`config.mk`:
```
export PLATFORM = sky130hd
export DESIGN_NAME = iorsd_decoder
export DESIGN_NICKNAME = d
export VERILOG_FILES = /design/src/iorsd_pkg.sv /design/src/iorsd_decoder.sv /design/src/iorsd_ext_mem.sv
export SDC_FILE = /design/constraint.sdc
export NUM_CORES = 2
export LEC_CHECK = 0
export BUFFER_PORTS_ARGS = -buffer_cell sky130_fd_sc_hd__buf_2
export CORE_MARGIN = 2
export CORE_UTILIZATION = 45
export DETAILED_ROUTE_END_ITERATION = 12
export HOLD_SLACK_MARGIN = 0.03
export PLACE_DENSITY = 0.69
export SYNTH_ARGS = -nofsm -noshare
export SYNTH_HDL_FRONTEND = slang
export SYNTH_HIERARCHICAL = 1
export SYNTH_SLANG_ARGS = --single-unit
```
`constraint.sdc`:
```
create_clock -name CLK_SYS -period 85.6 [get_ports CLK_SYS]
set_clock_uncertainty 0.15 [all_clocks]
set_input_delay 4.28 -clock CLK_SYS [delete_from_list [all_inputs] [get_ports CLK_SYS]]
set_output_delay 4.28 -clock CLK_SYS [all_outputs]
set_load 0.02 [all_outputs]
```
`src/iorsd_pkg.sv`:
```
// Constants, operation codes and register masks of the I/O space decoder
package iorsd_pkg;

  // ==========================================================================
  // Core operations
  typedef enum logic [2:0] {
    IO_READ_OP          = 3'h0,
    IO_WRITE_OP         = 3'h1,
    SET_IO_BIT_OP       = 3'h2,
    CLEAR_IO_BIT_OP     = 3'h3,
    SKIP_IF_IO_BIT_ONE  = 3'h4,
    SKIP_IF_IO_BIT_ZERO = 3'h5,
    DATA_SPACE_READ_OP  = 3'h6,
    DATA_SPACE_WRITE_OP = 3'h7
  } iorsd_op_t;

  // ==========================================================================
  // Address windows
  localparam logic [7:0] IORSD_BIT_LAST  = 8'h1f; // Last bit-accessible address
  localparam logic [7:0] IORSD_IO_LAST   = 8'h3f; // Last direct I/O address
  localparam logic [7:0] IORSD_DATA_OFS  = 8'h20; // Data-space offset of I/O
  localparam logic [7:0] IORSD_EXT_FIRST = 8'h60; // First extended address
  localparam logic [7:0] IORSD_EXT_LAST  = 8'hff; // Last extended address
  localparam int         IORSD_EXT_DEPTH = 160;   // Extended locations
  localparam logic [7:0] IORSD_RST_VAL   = 8'h00; // Reset value of every register
  localparam int         IORSD_RSP_LAT   = 2;     // Request to answer, cycles

  // ==========================================================================
  // Register offsets in the I/O window
  localparam logic [5:0] REG_PORT_B_PINS_IN     = 6'h03;
  localparam logic [5:0] REG_PORT_B_DIRECTION   = 6'h04;
  localparam logic [5:0] REG_PORT_B_OUTPUT      = 6'h05;
  localparam logic [5:0] REG_PORT_C_PINS_IN     = 6'h06;
  localparam logic [5:0] REG_PORT_C_DIRECTION   = 6'h07;
  localparam logic [5:0] REG_PORT_C_OUTPUT      = 6'h08;
  localparam logic [5:0] REG_PORT_D_PINS_IN     = 6'h09;
  localparam logic [5:0] REG_PORT_D_DIRECTION   = 6'h0a;
  localparam logic [5:0] REG_PORT_D_OUTPUT      = 6'h0b;
  localparam logic [5:0] REG_TIMER0_FLAGS       = 6'h15;
  localparam logic [5:0] REG_TIMER1_FLAGS       = 6'h16;
  localparam logic [5:0] REG_TIMER2_FLAGS       = 6'h17;
  localparam logic [5:0] REG_PIN_CHANGE_FLAGS   = 6'h1b;
  localparam logic [5:0] REG_GENERAL_PURPOSE_0  = 6'h1e;
  localparam logic [5:0] REG_NVM_CONTROL        = 6'h1f;
  localparam logic [5:0] REG_EEPROM_DATA        = 6'h20;
  localparam logic [5:0] REG_EEPROM_ADDR_LOW    = 6'h21;
  localparam logic [5:0] REG_EEPROM_ADDR_HIGH   = 6'h22;
  localparam logic [5:0] REG_TIMER_SYNC_CONTROL = 6'h23;
  localparam logic [5:0] REG_TIMER0_CONTROL_A   = 6'h24;
  localparam logic [5:0] REG_TIMER0_CONTROL_B   = 6'h25;
  localparam logic [5:0] REG_TIMER0_COUNT       = 6'h26;
  localparam logic [5:0] REG_TIMER0_COMPARE_A   = 6'h27;
  localparam logic [5:0] REG_TIMER0_COMPARE_B   = 6'h28;
  localparam logic [5:0] REG_GENERAL_PURPOSE_1  = 6'h2a;
  localparam logic [5:0] REG_GENERAL_PURPOSE_2  = 6'h2b;
  localparam logic [5:0] REG_SPI_CONTROL        = 6'h2c;
  localparam logic [5:0] REG_SPI_STATUS         = 6'h2d;
  localparam logic [5:0] REG_SPI_DATA           = 6'h2e;

  // Flag registers in the order of the event ports
  localparam logic [3:0][5:0] IORSD_FLAG_REGS = {REG_PIN_CHANGE_FLAGS,
    REG_TIMER2_FLAGS, REG_TIMER1_FLAGS, REG_TIMER0_FLAGS};

  // ==========================================================================
  // Field masks
  localparam logic [7:0] MASK_ALL       = 8'hff; // Whole byte
  localparam logic [7:0] MASK_PORT_C    = 8'h7f; // Port C has seven bits
  localparam logic [7:0] MASK_NVM_CTRL  = 8'h3f; // Mode, enables and strobes
  localparam logic [7:0] MASK_TSYNC     = 8'h83; // Sync mode and prescaler resets
  localparam logic [7:0] MASK_T0_CTRL_A = 8'hf3; // Compare modes and waveform
  localparam logic [7:0] MASK_T0_CTRL_B = 8'h0f; // Waveform bit and clock select
  localparam logic [7:0] MASK_SPI_WR    = 8'h01; // Double-speed bit
  localparam logic [7:0] MASK_SPI_RD    = 8'hc1; // Status flags and double speed
  localparam logic [7:0] MASK_FLAGS3    = 8'h07; // Three event flags
  localparam logic [7:0] MASK_T1_FLAGS  = 8'h27; // Capture, compares, overflow

  // Bits that a plain write stores
  function automatic logic [7:0] iorsd_store_mask(input logic [5:0] i);
    case (i)
      REG_PORT_B_DIRECTION, REG_PORT_B_OUTPUT, REG_PORT_D_DIRECTION,
      REG_PORT_D_OUTPUT, REG_GENERAL_PURPOSE_0, REG_EEPROM_DATA,
      REG_EEPROM_ADDR_LOW, REG_EEPROM_ADDR_HIGH, REG_TIMER0_COUNT,
      REG_TIMER0_COMPARE_A, REG_TIMER0_COMPARE_B, REG_GENERAL_PURPOSE_1,
      REG_GENERAL_PURPOSE_2, REG_SPI_CONTROL, REG_SPI_DATA: return MASK_ALL;
      REG_PORT_C_DIRECTION, REG_PORT_C_OUTPUT: return MASK_PORT_C;
      REG_NVM_CONTROL:        return MASK_NVM_CTRL;
      REG_TIMER_SYNC_CONTROL: return MASK_TSYNC;
      REG_TIMER0_CONTROL_A:   return MASK_T0_CTRL_A;
      REG_TIMER0_CONTROL_B:   return MASK_T0_CTRL_B;
      REG_SPI_STATUS:         return MASK_SPI_WR;
      default:                return 8'h00;
    endcase
  endfunction

  // Bits that clear when written with one
  function automatic logic [7:0] iorsd_w1c_mask(input logic [5:0] i);
    case (i)
      REG_TIMER0_FLAGS, REG_TIMER2_FLAGS, REG_PIN_CHANGE_FLAGS: return MASK_FLAGS3;
      REG_TIMER1_FLAGS: return MASK_T1_FLAGS;
      default:          return 8'h00;
    endcase
  endfunction

  // Bits that read back; zero marks a reserved location
  function automatic logic [7:0] iorsd_read_mask(input logic [5:0] i);
    case (i)
      REG_PORT_B_PINS_IN, REG_PORT_D_PINS_IN: return MASK_ALL;
      REG_PORT_C_PINS_IN: return MASK_PORT_C;
      REG_SPI_STATUS:     return MASK_SPI_RD;
      default:            return iorsd_store_mask(i) | iorsd_w1c_mask(i);
    endcase
  endfunction

endpackage
```
`src/iorsd_decoder.sv`:
```
// Lower I/O register space decoder: direct, single-bit and data-space access
//
// Operation
// - I/O addresses 0x00 to 0x1F take single-bit set and clear from the core.
// - In that range the core may test one bit and skip on one or on zero.
// - Status flags clear on a written one and keep their value on a zero.
// - A single-bit set or clear changes only the addressed bit.
// - Single-bit operations act only on I/O addresses 0x00 to 0x1F.
// - Direct I/O reads and writes address I/O locations 0x00 to 0x3F.
// - Data-space access reaches each I/O register at its address plus 0x20.
// - The direct I/O encoding covers exactly 64 locations.
// - Extended locations 0x60 to 0xFF answer only to data-space access.
`timescale 1ns/1ps
`default_nettype none
module iorsd_decoder
  import iorsd_pkg::*;
#(
  parameter int EXT_WORDS = IORSD_EXT_DEPTH
) (
  // Clock and reset
  input  wire logic       CLK_SYS,
  input  wire logic       RESET,
  // Core request
  input  wire logic       REQ_VALID,
  input  wire iorsd_op_t  REQ_OP,
  input  wire logic [7:0] REQ_ADDR,
  input  wire logic [2:0] REQ_BIT,
  input  wire logic [7:0] REQ_WDATA,
  // Core answer
  output logic            RSP_VALID,
  output logic      [7:0] RSP_RDATA,
  output logic            RSP_SKIP,
  output logic            RSP_ERROR,
  // Peripheral flag events
  input  wire logic [7:0] TMR0_FLAG_SET,
  input  wire logic [7:0] TMR1_FLAG_SET,
  input  wire logic [7:0] TMR2_FLAG_SET,
  input  wire logic [7:0] PCHG_FLAG_SET,
  // Port pins
  input  wire logic [7:0] PIN_B,
  input  wire logic [7:0] PIN_C,
  input  wire logic [7:0] PIN_D,
  // Port controls
  output logic      [7:0] PORT_B_OUT,
  output logic      [7:0] PORT_B_DIR,
  output logic      [7:0] PORT_C_OUT,
  output logic      [7:0] PORT_C_DIR,
  output logic      [7:0] PORT_D_OUT,
  output logic      [7:0] PORT_D_DIR
);

  // ==========================================================================
  // State
  typedef struct packed {
    logic [63:0][7:0] file;
    logic [2:0][7:0]  sync1;
    logic [2:0][7:0]  sync2;
    logic             p1_valid;
    logic             p1_err;
    logic             p1_ext;
    logic             p1_skip;
    logic [7:0]       p1_rdata;
    logic             rsp_valid;
    logic             rsp_err;
    logic             rsp_skip;
    logic [7:0]       rsp_rdata;
  } iorsd_state_t;

  iorsd_state_t    s_q;
  iorsd_state_t    s_d;
  logic            is_io;
  logic            is_bit;
  logic            is_data;
  logic            rd_op;
  logic            skip_op;
  logic            req_ext;
  logic            req_ok;
  logic            io_wr;
  logic [5:0]      idx;
  logic [7:0]      bm;
  logic [7:0]      wd;
  logic [7:0]      st_m;
  logic [7:0]      cur;
  logic [7:0]      old_word;
  logic            skip_hit;
  logic            mem_we;
  logic [7:0]      mem_addr;
  logic [7:0]      mem_rdata;
  logic [3:0][7:0] flag_set;

  // ==========================================================================
  // Parameter check
  if (EXT_WORDS < int'(IORSD_EXT_LAST) - int'(IORSD_EXT_FIRST) + 1) begin : g_ext_bad
    $error("extended storage smaller than the extended window");
  end

  // Read value of one I/O location; pins come from the second sync stage
  function automatic logic [7:0] io_read(input logic [5:0]       i,
                                         input logic [63:0][7:0] f,
                                         input logic [2:0][7:0]  p);
    logic [7:0] v;
    v = f[i] & iorsd_read_mask(i);
    if (i == REG_PORT_B_PINS_IN) begin
      v = p[0];
    end
    if (i == REG_PORT_C_PINS_IN) begin
      v = p[1] & MASK_PORT_C;
    end
    if (i == REG_PORT_D_PINS_IN) begin
      v = p[2];
    end
    return v;
  endfunction

  // ==========================================================================
  // Request decode
  assign is_io   = (REQ_OP == IO_READ_OP) || (REQ_OP == IO_WRITE_OP);
  assign is_bit  = (REQ_OP == SET_IO_BIT_OP) || (REQ_OP == CLEAR_IO_BIT_OP) ||
                   skip_op;
  assign skip_op = (REQ_OP == SKIP_IF_IO_BIT_ONE) || (REQ_OP == SKIP_IF_IO_BIT_ZERO);
  assign is_data = (REQ_OP == DATA_SPACE_READ_OP) || (REQ_OP == DATA_SPACE_WRITE_OP);
  assign rd_op   = (REQ_OP == IO_READ_OP) || (REQ_OP == DATA_SPACE_READ_OP);
  // Extended window is reached by data-space access alone
  assign req_ext = is_data && (REQ_ADDR >= IORSD_EXT_FIRST);
  // Range of each kind of access
  assign req_ok  = is_io  ? (REQ_ADDR <= IORSD_IO_LAST) :
                   is_bit ? (REQ_ADDR <= IORSD_BIT_LAST) :
                            (REQ_ADDR >= IORSD_DATA_OFS);
  // Data-space addresses sit 0x20 above the I/O addresses
  assign idx     = is_data ? 6'(REQ_ADDR - IORSD_DATA_OFS) : REQ_ADDR[5:0];

  // Write data and bit mask; a bit operation touches only its own bit
  assign bm      = is_bit ? (8'h01 << REQ_BIT) : MASK_ALL;
  assign wd      = !is_bit ? REQ_WDATA :
                   (REQ_OP == SET_IO_BIT_OP) ? bm : 8'h00;
  assign st_m    = iorsd_store_mask(idx);
  assign io_wr   = REQ_VALID && req_ok && !req_ext &&
                   ((REQ_OP == IO_WRITE_OP) || (REQ_OP == DATA_SPACE_WRITE_OP) ||
                    (REQ_OP == SET_IO_BIT_OP) || (REQ_OP == CLEAR_IO_BIT_OP));

  // Current contents of the addressed location
  assign cur      = io_read(idx, s_q.file, s_q.sync2);
  assign old_word = s_q.file[idx];
  assign skip_hit = cur[REQ_BIT] == (REQ_OP == SKIP_IF_IO_BIT_ONE);

  // Event inputs in flag register order
  assign flag_set = {PCHG_FLAG_SET, TMR2_FLAG_SET, TMR1_FLAG_SET, TMR0_FLAG_SET};

  // Extended storage access
  assign mem_we   = REQ_VALID && req_ext && (REQ_OP == DATA_SPACE_WRITE_OP);
  assign mem_addr = REQ_ADDR - IORSD_EXT_FIRST;

  iorsd_ext_mem #(
    .DEPTH (EXT_WORDS),
    .AW    (8),
    .DW    (8)
  ) u_ext_mem (
    .clk   (CLK_SYS),
    .reset (RESET),
    .we    (mem_we),
    .addr  (mem_addr),
    .wdata (REQ_WDATA),
    .rdata (mem_rdata)
  );

  // ==========================================================================
  // Next state
  always_comb begin
    s_d = s_q;
    // Two-stage pin synchronisers
    s_d.sync1 = {PIN_D, PIN_C, PIN_B};
    s_d.sync2 = s_q.sync1;
    // Store only defined bits; reserved locations keep zero
    if (io_wr) begin
      s_d.file[idx] = (s_q.file[idx] & ~(st_m & bm)) | (wd & st_m & bm);
      s_d.file[idx] = s_d.file[idx] & ~(wd & bm & iorsd_w1c_mask(idx));
    end
    // Hardware events set flags after the clear, so a set wins
    for (int k = 0; k < 4; k++) begin
      s_d.file[IORSD_FLAG_REGS[k]] = s_d.file[IORSD_FLAG_REGS[k]] |
        (flag_set[k] & iorsd_w1c_mask(IORSD_FLAG_REGS[k]));
    end
    // First answer stage
    s_d.p1_valid = REQ_VALID;
    s_d.p1_err   = REQ_VALID && !req_ok;
    s_d.p1_ext   = REQ_VALID && req_ext && rd_op;
    s_d.p1_rdata = (REQ_VALID && req_ok && rd_op && !req_ext) ? cur : IORSD_RST_VAL;
    s_d.p1_skip  = REQ_VALID && req_ok && skip_op && skip_hit;
    // Second answer stage drives the answer outputs
    s_d.rsp_valid = s_q.p1_valid;
    s_d.rsp_err   = s_q.p1_err;
    s_d.rsp_skip  = s_q.p1_skip;
    s_d.rsp_rdata = s_q.p1_ext ? mem_rdata : s_q.p1_rdata;
  end

  // State register
  always_ff @(posedge CLK_SYS or posedge RESET) begin
    if (RESET) begin
      s_q <= '0;
    end else begin
      s_q <= s_d;
    end
  end

  // ==========================================================================
  // Outputs
  assign RSP_VALID  = s_q.rsp_valid;
  assign RSP_RDATA  = s_q.rsp_rdata;
  assign RSP_SKIP   = s_q.rsp_skip;
  assign RSP_ERROR  = s_q.rsp_err;
  assign PORT_B_OUT = s_q.file[REG_PORT_B_OUTPUT];
  assign PORT_B_DIR = s_q.file[REG_PORT_B_DIRECTION];
  assign PORT_C_OUT = s_q.file[REG_PORT_C_OUTPUT];
  assign PORT_C_DIR = s_q.file[REG_PORT_C_DIRECTION];
  assign PORT_D_OUT = s_q.file[REG_PORT_D_OUTPUT];
  assign PORT_D_DIR = s_q.file[REG_PORT_D_DIRECTION];
endmodule
`default_nettype wire

```
`src/iorsd_ext_mem.sv`:
```
// Storage of the extended I/O locations with a registered read port
`timescale 1ns/1ps
`default_nettype none
module iorsd_ext_mem #(
  parameter int DEPTH = 160,
  parameter int AW    = 8,
  parameter int DW    = 8
) (
  // Clock and reset
  input  wire logic          clk,
  input  wire logic          reset,
  // Access port
  input  wire logic          we,
  input  wire logic [AW-1:0] addr,
  input  wire logic [DW-1:0] wdata,
  output logic      [DW-1:0] rdata
);

  typedef struct packed {
    logic [DEPTH-1:0][DW-1:0] mem;
    logic [DW-1:0]            rdata;
  } iorsd_mem_state_t;

  iorsd_mem_state_t s_q;
  iorsd_mem_state_t s_d;

  // ==========================================================================
  // Parameter check
  if (DEPTH < 1 || DEPTH > (1 << AW)) begin : g_depth_bad
    $error("memory depth does not fit the address width");
  end

  // Read returns the old word on a write to the same address
  always_comb begin
    s_d = s_q;
    s_d.rdata = (int'(addr) < DEPTH) ? s_q.mem[addr] : '0;
    if (we && int'(addr) < DEPTH) begin
      s_d.mem[addr] = wdata;
    end
  end

  // State register
  always_ff @(posedge clk or posedge reset) begin
    if (reset) begin
      s_q <= '0;
    end else begin
      s_q <= s_d;
    end
  end

  assign rdata = s_q.rdata;

endmodule
`default_nettype wire

```
==> reports/summary.txt <==
Yosys reg bits -> 1,869
Syn Nets -> 5,730
drt total wl -> 211,000 um
critical path buffer and inverter count -> 6
GRT Overall Usage -> 22.2%
Crit Path Max Fanout -> 85
# rows -> 158
final period utilization -> 12.0%
Crit path arrival time -> 10,670 ps
Die Wd -> 437 um
Post-route DRC -> 0
largest net degree at the start of global routing -> 184
VDD IR-drop max -> 21.8 uV
first-pass GRT wire length -> 322,000 um
CP Data Required Time -> 86,040 ps
clk_lat worst skew -> 850 ps
setup TNS -> 0 ps
Hold Buf Count CTS -> 0
ratio of cells with drive above 1 in the final layout -> 47.2%
num ports -> 140
Crit path max-delay family -> buffers and inverters
Setup CP Type -> input pin to flip-flop
grt ovf -> 0
routed vias/inst -> 5.91
Most common cell on crit path -> buf_4
PwrDens -> 20.1 mW/mm^2
Syn Std Cell Area -> 0.0843 sq mm
Slowest-stage cell, CP -> buf_4
core area -> 0.186 sq mm
fin nets -> 5,363
cts bufs inserted -> 187
Max-Cap Viols -> 0
Static Leak -> 0.0446 uW
dpl hpwl -> 134,000 um
Clock Tree Buf Depth -> 3
R2R cell count -> 9
Syn Inst Count -> 5,648
GR Util met3 -> 3.40%
H-tree depth -> 4
Hold Slack -> 193 ps
Synth async-reset ratio -> 100%
Synth Area in Adders -> 0.0148%
hold depth -> 0
endpoint type of the worst setup path -> flip-flop
initial antenna violation count -> 3
Clock transition at path regs -> 60 ps
R2R Setup Slk -> 81,590 ps
Post-synth top flop -> dfrtp_1
largest family of logic cells by synthesized area -> multiplexers
worst hold path class -> flip-flop to flip-flop
Worst-Margin Slew -> 1330 ps
Initial Util -> 45.4%
XOR/XNOR Fraction of Synth Area -> 0.0312%
setup bufs post-CTS -> 0
post-synthesis mux area share -> 32.3%
outcome -> finished, final reports clean
Final Hold Vio Count -> 0
GR Util met1 -> 31.1%
Synth Area in Compound Gates -> 3.19%
Port Buffers -> 119
EDFF count, synth -> 0
number of global-route vias before repair -> 49.4k
area grow syn2layout -> 9.17%
GR Util met2 -> 35.2%
layer with the highest usage -> met2
DRT antenna net count -> 0
die height -> 437 um
Critical Path, Cell by Cell -> buf_8 -> buf_4 -> buf_12 -> buf_4 -> buf_4 -> buf_4 -> mux4_2 -> a22o_1 -> a221oi_1 -> o22ai_1 -> a211oi_1 -> nand3_1
CTS resizes -> 0
via count -> 46.8k
Cell variety after synth -> 91
Max transition margin -> 10.4%
WL/cell -> 26.6 um
Util after Layout -> 49.5%
CTS root buffer -> clkbuf_16
die area -> 0.191 sq mm
Synth Area in Simple Gates -> 4.68%
Slew Limit Fails -> 0
Critical Path Stages -> 12
slowest stage delay, CP -> 790 ps
mean area per synthesized cell -> 14.9 sq um
DR pass1 iterations -> 6
Min Clock Period, post-route -> 10,230 ps
Setup Viol. Count Final -> 0
1st-iter DRT viols -> 3,770
Syn. warnings -> 6
CTS tree -> done
Peak Freq -> 0.0977 GHz
RePlAce Congestion -> 0.899
Clock Sinks -> 1,869
CP Launch Type -> input pin
RSZ-0062 raised after global routing -> false
Seq/Total Area, Yosys -> 55.5%
[worst register-to-register path, delay by kind of cell, from the launching register on]
kind	cells	cell delay (ps)
DFF	1	370
muxes	1	490
AOI/OAI and AO/OA	6	1360
and+or+nand+nor	2	1520
[cells in the final DEF (no fill, tap or decap), types with 30 or more instances in the layout]
cell       netlist  layout
dfrtp_1       1869    1869
mux2_2        1411    1411
mux4_2         391     391
mux2i_1        208     208
clkbuf_16        0     188
a22oi_1        112     112
buf_2           79     107
buf_4          102     105
nor2_2         102     102
nand2_1         83      83
nor2_1          69      68
a21oi_1         67      67
nand3_1         62      58
clkbuf_8         0      54
nor2_8          49      49
mux2_1          37      37
clkbuf_1       554      34
o21ai_0         31      31
nand2b_1        30      30
clkinv_2         0      30
[path summary, 6_finish.rpt]
path	start	to
worst max-delay path	REQ_ADDR[0]	u_ext_mem/rdata[0]$_DFF_PP0_
min in group asynchronous	RESET	u_ext_mem/s_q[1276]$_DFFE_PP0P_
worst min-delay path	s_d[46]$_DFF_PP0_	s_q[46]$_DFF_PP0_
worst min register to register	s_d[46]$_DFF_PP0_	s_q[46]$_DFF_PP0_
max in group asynchronous	RESET	u_ext_mem/s_q[209]$_DFFE_PP0P_
worst max register to register	s_q[417]$_DFFE_PP0P_	s_d[8]$_DFF_PP0_
[flip-flops by register name (all words and copies together), names as in the netlist]
register and flops:
PORT_C_OUT 8, PORT_C_DIR 8, u_ext_mem/rdata 8, RSP_SKIP 1, u_ext_mem/s_q 1280, RSP_ERROR 1, RSP_RDATA 8, PORT_B_DIR 8
PORT_B_OUT 8, RSP_VALID 1, PORT_D_DIR 8, PORT_D_OUT 8, s_d 26, s_q 496
[logic make-up after synthesis]
group	count (synthesis)
AOI/OAI and AO/OA	377
adders and majority gates	1
and+or+nand+nor	556
buffers and inverters	795
muxes	2047
xor gates and xnor gates	3
DFF	1869
[metal layers]
layer  wire length (um)  vias to the layer above
met3              10700                      436
li1                   -                    19676
met4               7980                        2
met5                  7                        -
met1              92100                    25339
met2             100000                     1356
[report_power, final]
group | internal (uW) | switching [uW]
clock | 497 | 361
sequential | 889 | 3.27
combinational | 25.3 | 71.3
[final cells by class]
| type | count | area, sq um |
|---|---|---|
| fillers | 15447 | 93800 |
| flip-flops and latches | 1869 | 46800 |
| multi-input cells | 2984 | 34000 |
| clock buffers | 275 | 5560 |
| well taps | 2480 | 3100 |
| repair buffers | 224 | 1530 |
| clock inverters | 70 | 1020 |
| inverters | 15 | 71.3 |
| diodes | 1 | 2.50 |
[cells in the mapped netlist, types with 19 or more instances]
cell type | n | area, sq um
dfrtp_1 | 1869 | 46800
clkbuf_1 | 554 | 2080
nor2_1 | 69 | 259
buf_1 | 19 | 71.3
buf_4 | 102 | 766
nand2_1 | 83 | 312
nand2b_1 | 30 | 188
nor2_2 | 102 | 638
mux2_2 | 1411 | 15900
buf_2 | 79 | 395
nor2_8 | 49 | 981
mux2i_1 | 208 | 2080
a21oi_1 | 67 | 335
nand3_1 | 62 | 310
mux4_2 | 391 | 8810
a22oi_1 | 112 | 841
nand4_1 | 24 | 150
buf_6 | 26 | 293
o22ai_1 | 21 | 131
mux2_1 | 37 | 417
o21ai_0 | 31 | 155
[per-stage QoR]
step	cell area, sq um	total power (uW)	setup slack, ps	instances
final	92000	1850	75370	7918
after global routing	92000	1910	75110	7917
after CTS	92000	1870	75410	7916
after detailed placement	85400	1010	74520	7571
after global placement	85400	1000	74500	7571
after floorplan	84300	976	44870	5648
(Power assumes the default switching activity.)
